**src/logic/cies_pkg.sv**
```systemverilog
`default_nettype none
package cies_pkg;

	// ****************************************************************
	// Opcodes and field positions
	// ****************************************************************
	localparam logic [15:0] CIES_OP_DECADJ   = 16'h0007;
	localparam logic [15:0] CIES_OP_ACCCALL  = 16'h0014;
	localparam logic [5:0]  CIES_OP_DECR     = 6'h01;
	localparam logic [7:0]  CIES_OP_MOVE1    = 8'heb;
	localparam logic [3:0]  CIES_OP_MOVE2    = 4'hf;
	localparam int          CIES_DEST_BIT    = 9;
	localparam int          CIES_ACC_BIT     = 8;
	localparam logic [7:0]  CIES_IDX_LIMIT   = 8'h5f;
	localparam logic [7:0]  CIES_ACCESS_SPLIT = 8'h60;
	localparam logic [3:0]  CIES_BCD_MAX     = 4'h9;
	localparam logic [3:0]  CIES_BCD_FIX     = 4'h6;
	localparam logic [20:0] CIES_RET_STEP    = 21'h000002;
	localparam logic [3:0]  CIES_ACCESS_HI   = 4'hf;
	localparam int          CIES_DATA_AW     = 12;
	localparam int          CIES_PC_W        = 21;
	localparam int          CIES_STACK_DEPTH = 31;
	localparam logic [11:0] CIES_ADDR_CNTLO  = 12'hff9;
	localparam logic [11:0] CIES_ADDR_TOSLO  = 12'hffd;
	localparam logic [11:0] CIES_ADDR_TOSUP  = 12'hfff;

	// ****************************************************************
	// Status flags and bus records
	// ****************************************************************
	typedef struct packed {
		logic neg;
		logic ovf;
		logic zero;
		logic dcarry;
		logic carry;
	} cies_flags_type;

	typedef struct packed {
		logic        rd;
		logic        wr;
		logic [11:0] addr;
		logic [7:0]  wdata;
	} cies_dbus_type;

	typedef enum logic [3:0] {
		CIES_ST_FETCH = 4'b0001,
		CIES_ST_EXEC  = 4'b0010,
		CIES_ST_CALL2 = 4'b0100,
		CIES_ST_MOVE2 = 4'b1000
	} cies_state_type;

endpackage : cies_pkg
`default_nettype wire

```
**src/logic/cies_core.sv**
```systemverilog
// Summary of operation
// - Decimal adjust adds six to low nibble if above nine or digit-carry.
// - High nibble always gets plus digit-carry, then plus six if that sum is above nine or carry.
// - Decimal adjust is one word, one cycle, and changes only accumulator and carry.
// - Decrement file register; destination bit picks accumulator or file.
// - Bank bit zero uses access bank, else bank select register.
// - Extended set, access bit zero, address up to 95: indexed offset.
// - Accumulator call pushes counter plus two, loads counter from latches.
// - Accumulator call takes two cycles; no accumulator or status change.
// - Indexed move: pointer plus 7-bit offset to 12-bit address.
// - Move addresses span the whole 4096-byte data space.
`default_nettype none
module cies_core
	import cies_pkg::*;
(
	// Clock and reset
	input  wire logic                 sys_clk,
	input  wire logic                 reset,
	// Instruction fetch
	input  wire logic                 instr_valid,
	input  wire logic [15:0]          instr_word,
	output logic                      instr_ready,
	// Data memory, read data returns one cycle after rd
	output cies_dbus_type             dbus_ff,
	input  wire logic [7:0]           dbus_rdata,
	// Core context
	input  wire logic                 ext_set_en,
	input  wire logic [3:0]           bank_select_reg,
	input  wire logic [11:0]          third_file_select_pointer,
	input  wire logic [7:0]           counter_high_latch,
	input  wire logic [4:0]           counter_upper_latch,
	input  wire logic [CIES_PC_W-1:0] pc_in,
	// Architectural state out
	output logic [7:0]                accumulator_register_ff,
	output cies_flags_type            flags_ff,
	output logic [CIES_PC_W-1:0]      pc_ff,
	output logic                      pc_load_ff,
	output logic [CIES_PC_W-1:0]      stack_top,
	output logic                      busy,
	output logic                      illegal_ff
);

	// ****************************************************************
	// Decode
	// ****************************************************************
	cies_state_type state_ff;
	cies_state_type nxt_state;
	logic [15:0]    op_ff;
	logic [11:0]    addr_ff;
	logic [11:0]    dec_addr;
	logic           is_adj;
	logic           is_call;
	logic           is_decr;
	logic           is_move;
	logic           data_due_ff;
	logic           exec_go;

	// Decoder only ever looks at the first word
	assign is_adj  = instr_word == CIES_OP_DECADJ;
	assign is_call = instr_word == CIES_OP_ACCCALL;
	assign is_decr = instr_word[15:10] == CIES_OP_DECR;
	assign is_move = instr_word[15:8] == CIES_OP_MOVE1
		&& !instr_word[7];

	// File address resolution for byte-oriented access
	always_comb begin
		dec_addr = {bank_select_reg, instr_word[7:0]};
		if (!instr_word[CIES_ACC_BIT]) begin
			if (ext_set_en && instr_word[7:0] <= CIES_IDX_LIMIT) begin
				// Indexed literal offset from the third pointer
				dec_addr = third_file_select_pointer
					+ {4'h0, instr_word[7:0]};
			end else if (instr_word[7:0] < CIES_ACCESS_SPLIT) begin
				dec_addr = {4'h0, instr_word[7:0]};
			end else begin
				dec_addr = {CIES_ACCESS_HI, instr_word[7:0]};
			end
		end
	end

	// ****************************************************************
	// Sequencer
	// ****************************************************************
	assign instr_ready = state_ff == CIES_ST_FETCH
		|| state_ff == CIES_ST_MOVE2;
	assign busy = state_ff != CIES_ST_FETCH;

	// Next state; move waits for its second word
	always_comb begin
		nxt_state = state_ff;
		unique case (state_ff)
			CIES_ST_FETCH: begin
				if (instr_valid && (is_decr || is_move)) begin
					nxt_state = is_move ? CIES_ST_MOVE2 : CIES_ST_EXEC;
				end else if (instr_valid && is_call) begin
					nxt_state = CIES_ST_CALL2;
				end
			end
			CIES_ST_EXEC: begin
				// Stay until the memory's answer has been used
				if (data_due_ff) begin
					nxt_state = CIES_ST_FETCH;
				end
			end
			CIES_ST_CALL2: begin
				nxt_state = CIES_ST_FETCH;
			end
			CIES_ST_MOVE2: begin
				if (instr_valid) begin
					nxt_state = CIES_ST_EXEC;
				end
			end
		endcase
	end

	// State register
	always_ff @(posedge sys_clk) begin
		if (reset) begin
			state_ff <= CIES_ST_FETCH;
		end else begin
			state_ff <= nxt_state;
		end
	end

	// Latched opcode and resolved address
	always_ff @(posedge sys_clk) begin
		if (reset) begin
			op_ff   <= 16'h0000;
			addr_ff <= 12'h000;
		end else if (state_ff == CIES_ST_FETCH && instr_valid) begin
			op_ff   <= instr_word;
			// Full 12-bit source reach, no bank folding
			addr_ff <= is_move ? third_file_select_pointer
				+ {5'h00, instr_word[6:0]} : dec_addr;
		end
	end

	// ****************************************************************
	// Data memory port
	// ****************************************************************
	logic           in_move;
	logic [11:0]    move_dst_ff;
	logic [7:0]     dec_res;
	logic           dec_nib_ok;

	assign in_move    = op_ff[15:8] == CIES_OP_MOVE1;
	assign dec_res    = dbus_rdata - 8'h01;
	assign dec_nib_ok = dbus_rdata[3:0] != 4'h0;

	// Memory registers rd, so its data stands one cycle after the pulse
	always_ff @(posedge sys_clk) begin
		if (reset) begin
			data_due_ff <= 1'b0;
		end else begin
			data_due_ff <= dbus_ff.rd;
		end
	end

	assign exec_go = state_ff == CIES_ST_EXEC && data_due_ff;

	// Second move word holds the destination
	always_ff @(posedge sys_clk) begin
		if (reset) begin
			move_dst_ff <= 12'h000;
		end else if (state_ff == CIES_ST_MOVE2 && instr_valid) begin
			move_dst_ff <= instr_word[11:0];
		end
	end

	// Read issues on entry, write follows once data is back unless a decrement targets the accumulator
	always_ff @(posedge sys_clk) begin
		if (reset) begin
			dbus_ff <= '0;
		end else begin
			dbus_ff.rd <= nxt_state == CIES_ST_EXEC
				&& state_ff != CIES_ST_EXEC;
			dbus_ff.wr <= 1'b0;
			if (exec_go) begin
				dbus_ff.wr <= 1'b1;
				if (in_move) begin
					dbus_ff.addr  <= move_dst_ff;
					dbus_ff.wdata <= dbus_rdata;
				end else begin
					dbus_ff.wr    <= op_ff[CIES_DEST_BIT];
					dbus_ff.addr  <= addr_ff;
					dbus_ff.wdata <= dec_res;
				end
			end else if (state_ff != CIES_ST_EXEC
				&& nxt_state == CIES_ST_EXEC) begin
				// Decrement reads at once; addr_ff is not loaded yet
				dbus_ff.addr <= (state_ff == CIES_ST_MOVE2) ? addr_ff
					: dec_addr;
			end
		end
	end

	// ****************************************************************
	// Accumulator and flags
	// ****************************************************************
	logic [3:0] adj_lo;
	logic [4:0] hi_sum;
	logic [4:0] adj_hi;
	logic       adj_carry;

	// Decimal adjust arithmetic on the live accumulator
	always_comb begin
		adj_lo = accumulator_register_ff[3:0];
		if (accumulator_register_ff[3:0] > CIES_BCD_MAX || flags_ff.dcarry) begin
			adj_lo = accumulator_register_ff[3:0] + CIES_BCD_FIX;
		end
		hi_sum = {1'b0, accumulator_register_ff[7:4]} + {4'h0, flags_ff.dcarry};
		adj_hi = hi_sum;
		if (hi_sum > {1'b0, CIES_BCD_MAX} || flags_ff.carry) begin
			adj_hi = hi_sum + {1'b0, CIES_BCD_FIX};
		end
		// Carry is kept sticky so a carried BCD sum stays flagged
		adj_carry = adj_hi[4] || flags_ff.carry;
	end

	// Accumulator written by adjust and by decrement to accumulator
	always_ff @(posedge sys_clk) begin
		if (reset) begin
			accumulator_register_ff <= 8'h00;
		end else if (state_ff == CIES_ST_FETCH && instr_valid && is_adj) begin
			accumulator_register_ff <= {adj_hi[3:0], adj_lo};
		end else if (exec_go && !in_move
			&& !op_ff[CIES_DEST_BIT]) begin
			accumulator_register_ff <= dec_res;
		end
	end

	// Flags; move and call leave them alone
	always_ff @(posedge sys_clk) begin
		if (reset) begin
			flags_ff <= '0;
		end else if (state_ff == CIES_ST_FETCH && instr_valid && is_adj) begin
			flags_ff.carry <= adj_carry;
		end else if (exec_go && !in_move) begin
			flags_ff.carry  <= dbus_rdata != 8'h00;
			flags_ff.dcarry <= dec_nib_ok;
			flags_ff.neg    <= dec_res[7];
			flags_ff.ovf    <= dbus_rdata == 8'h80;
			flags_ff.zero   <= dec_res == 8'h00;
		end
	end

	// ****************************************************************
	// Program counter and return stack
	// ****************************************************************
	logic call_go;

	assign call_go = state_ff == CIES_ST_FETCH && instr_valid && is_call;

	// New target from accumulator and latches
	always_ff @(posedge sys_clk) begin
		if (reset) begin
			pc_ff      <= '0;
			pc_load_ff <= 1'b0;
		end else begin
			pc_load_ff <= call_go;
			if (call_go) begin
				pc_ff <= {counter_upper_latch, counter_high_latch,
					accumulator_register_ff};
			end
		end
	end

	cies_stack u_stack (
		.sys_clk   (sys_clk),
		.reset     (reset),
		.push      (call_go),
		.push_data (pc_in + CIES_RET_STEP),
		.top_ff    (stack_top),
		.depth_ff  ()
	);

	// Flags moves aimed at counter low or stack top bytes
	always_ff @(posedge sys_clk) begin
		if (reset) begin
			illegal_ff <= 1'b0;
		end else if (state_ff == CIES_ST_MOVE2 && instr_valid) begin
			illegal_ff <= instr_word[11:0] == CIES_ADDR_CNTLO
				|| (instr_word[11:0] >= CIES_ADDR_TOSLO
				&& instr_word[11:0] <= CIES_ADDR_TOSUP);
		end
	end

endmodule : cies_core
`default_nettype wire

```
**src/logic/cies_stack.sv**
```systemverilog
`default_nettype none
module cies_stack
	import cies_pkg::*;
(
	// Clock and reset
	input  wire logic                 sys_clk,
	input  wire logic                 reset,
	// Push port
	input  wire logic                 push,
	input  wire logic [CIES_PC_W-1:0] push_data,
	// Top of stack
	output logic [CIES_PC_W-1:0]      top_ff,
	output logic [4:0]                depth_ff
);

	// ****************************************************************
	// Return address memory
	// ****************************************************************
	logic [CIES_PC_W-1:0] mem [CIES_STACK_DEPTH];

	// Entries hold no reset; only the pointer and top need one
	always_ff @(posedge sys_clk) begin
		if (push) begin
			mem[depth_ff] <= push_data;
		end
	end

	// Registered top so the core sees a clean value
	always_ff @(posedge sys_clk) begin
		if (reset) begin
			top_ff <= '0;
		end else if (push) begin
			top_ff <= push_data;
		end
	end

	// Pointer saturates rather than wrapping into live entries
	always_ff @(posedge sys_clk) begin
		if (reset) begin
			depth_ff <= 5'h00;
		end else if (push && depth_ff != 5'(CIES_STACK_DEPTH - 1)) begin
			depth_ff <= depth_ff + 5'h01;
		end
	end

endmodule : cies_stack
`default_nettype wire

```
**config.mk**
```make
export PLATFORM = sky130hd
export DESIGN_NAME = cies_core
export DESIGN_NICKNAME = d
export VERILOG_FILES = /design/src/logic/cies_pkg.sv /design/src/logic/cies_core.sv /design/src/logic/cies_stack.sv
export SDC_FILE = /design/constraint.sdc
export NUM_CORES = 1
export LEC_CHECK = 0
export BUFFER_PORTS_ARGS = -buffer_cell sky130_fd_sc_hd__buf_2
export CORE_MARGIN = 2
export CORE_UTILIZATION = 54
export CTS_CLUSTER_SIZE = 20
export DETAILED_ROUTE_END_ITERATION = 10
export GPL_TIMING_DRIVEN = 0
export HOLD_SLACK_MARGIN = 0.15
export PLACE_DENSITY = 0.9
export SETUP_SLACK_MARGIN = 0.15
export SLEW_MARGIN = 20
export SYNTH_ARGS = -nofsm -noshare
export SYNTH_HDL_FRONTEND = slang
export SYNTH_SLANG_ARGS = --single-unit
```
**constraint.sdc**
```tcl
create_clock -name sys_clk -period 3.1 [get_ports sys_clk]
set_clock_uncertainty 0.1 [all_clocks]
set_input_delay 0 -clock sys_clk [delete_from_list [all_inputs] [get_ports sys_clk]]
set_output_delay 0 -clock sys_clk [all_outputs]
set_load 0.05 [all_outputs]
```
==> out/qor.csv <==
metric,value,unit
core_area,0.01142,sq mm
synth_flop_cell,dfxtp_1,
cts_buffers,17,
leakagePower,3.614,nW
gr-total-overflow,0,
gp_congestion,0.9307,
ir_drop,0.3851,mV
drtAntennaViolNets,0,
yosys.area.top_type_share,0.3675,
r2r_slack,0.33,ns
htreeDepth,4,
outcome,finished clean,
r2r_end,flags_ff[3],
diodes,0,
synth_warnings,0,
cts_buffer_depth,2,
io-pin-count,159,
drc_errors,0,
synth-seq-cells,116,
setup_ws,0.2737,ns
hpwl,13470,microns
drt_first_pass_iters,8,
post-route-period-util,0.9117,
clkTransAtPathRegs,0.05,ns
reg2reg_from,state_ff[1],
wl,21670,microns
hold_start,third_file_select_pointer[4],
place_area,0.007263,sq mm
root_buffer,clkbuf_16,
synth_cells,790,
grt_pass1_wl,34620,microns
fin_area,0.008817,sq mm
hold_viol,0,
tightest_slew,0.7703,ns
clock_sinks,116,
synth_edf_count,0,
die_w,112.2,microns
synth_area_leader_cell,dfxtp_1,
cp-end-kind,flip-flop,
setup_tns,0,ns
slew_headroom,0.4865,
fillers,760,
dp_cells,1086,
hold_ws,0.1994,ns
die_h,112.2,microns
rows,39,
avgSynthCellArea,7.998,sq um
drive_above_1_share,0.2178,
wl_per_cell,17.93,microns
port_buffers,153,
start_util,0.5534,
post-route-util,0.7722,
cp_max_fo,6,
min_period,2.826,ns
crit_type,in2reg,
ys_top_cells_by_area,"dfxtp_1 37%, nand2_1 8.1%, nor2_1 5.6%",
synth_most_common_cell,nand2_1,
num_vias,7246,
hp-class,in2reg,
slew_viol_final,0,
critPathArrivalTime,3.03,ns
worstPathRequired,3.31,ns
hold_depth,5,
holdPathEnd,addr_ff[4],
layout.nets,1147,
setup.worst_path.start,instr_word[2],
antenna_found_initial,0,
grt_pass1_vias,7152,
synth_cell_types,73,
die-area,0.01258,sq mm
seq_area_frac_synth,0.3675,
syn_area,0.006319,sq mm
syn-num-nets,885,
synth_common_cells,"137 x nand2_1, 116 x dfxtp_1, 95 x nor2_1, 69 x a21oi_1, 34 x nand3_1",
drv_cap,0,
startpoint_type,input pin,
cts_tree,built,
syn2layout_area_growth,39.54,%
viasPerCell,5.998,
dp_slack,0.2709,ns
setup_violations,0,
fin_cells,1208,
worstSkewPairLatency,0.41,ns
grt_max_degree,17,
dr.first_iter.drc_count,786,
pwr_density_cell,472.3,mW/mm^2
ys_async_sr_fraction,0,
max_freq,353.8,MHz
track_usage,0.3421,
rsz0062_at_grt,no,
rr_worst_depth,7,
power,4.165,mW
## cell type report
type	instances	area [sq um]	area share
clock inverters	9	175.2	0.01987
flip-flops and latches	116	2322	0.2634
well taps	143	178.9	0.02029
clock buffers	23	467.9	0.05307
inverters	19	71.32	0.008089
repair buffers	243	1667	0.1890
plain buffers	48	240.2	0.02725
multi-input cells	607	3695	0.4190
## metal layers
metal / share of wire / vias up / routed length, microns / global-route usage
li1: - / 3349 / - / -
met3: 0.089 / 96 / 1921 / 0.07019
met5: 0 / - / 0 / 0
met1: 0.37 / 3342 / 8124 / 0.3977
met2: 0.49 / 459 / 10680 / 0.5980
met4: 0.043 / 0 / 934 / 0.1715
## cell families after synthesis
family	count (synthesis)	synth area share
flip-flops	116	0.3675
multiplexers	4	0.006535
AND/OR/NAND/NOR	349	0.2602
XOR/XNOR	45	0.06238
AO/OA/AOI/OAI	192	0.2192
buffers and inverters	67	0.04931
adder cells (fa/ha/maj)	17	0.03485
## timing repair
action,4_1_cts,5_1_grt
resized for setup,0,2
hold buffers,90,0
hold endpoints to repair,96,0
setup endpoints to repair,0,2
buffers inserted,0,0
## worst max path at each step
stage / end / cells past startpoint
CTS: flags_ff[3] / 7
detailed placement: dbus_ff[18] / 11
global placement: dbus_ff[18] / 11
finish: addr_ff[11] / 11
global route: dbus_ff[18] / 12
floorplan: accumulator_register_ff[6] / 9
## state kept, by name, indices dropped and copies added (netlist names), 4 cells and up
signal,flops
addr_ff,12
pc_ff,21
state_ff,4
dbus_ff,22
u_stack.top_ff,21
op_ff,8
move_dst_ff,12
flags_ff,5
accumulator_register_ff,8
## power breakdown
| part | switching (mW) | leakage (nW) | internal, mW |
|---|---|---|---|
| clock network | 0.688 | 0.307 | 1.47 |
| logic | 0.262 | 2.37 | 0.223 |
| registers | 0.0132 | 0.939 | 1.51 |
| total | 0.963 | 3.61 | 3.20 |
## worst max-delay path, stage by stage
cell           delay (ns)
dlygate4sd3_1        0.54
buf_2                0.17
ha_1                 0.36
o21ai_0              0.25
o21ai_1              0.16
a31oi_2              0.30
nand3b_1             0.17
xnor2_1              0.14
dlygate4sd3_1        0.60
nor2_1               0.05
o41ai_1              0.30
## layout by cell type, fill, tap and decap left out, types with 4 or more instances in the layout
cell,n
a211oi_1,18
a211oi_2,19
a21oi_1,68
a222oi_1,7
a22oi_1,7
a311oi_1,7
and2_1,5
and3_1,6
and4_1,4
buf_2,159
buf_4,8
bufinv_16,5
clkbuf_1,34
clkbuf_16,17
dfxtp_1,116
dlygate4sd3_1,90
ha_1,16
inv_1,19
nand2_1,137
nand2b_1,7
nand3_1,34
nand3b_1,6
nand4_1,7
nor2_1,95
nor3_1,18
nor3b_1,4
nor4_1,7
o21ai_0,17
o41ai_1,4
xnor2_1,26
xor2_1,19
Power figures use the tool's default switching activity.
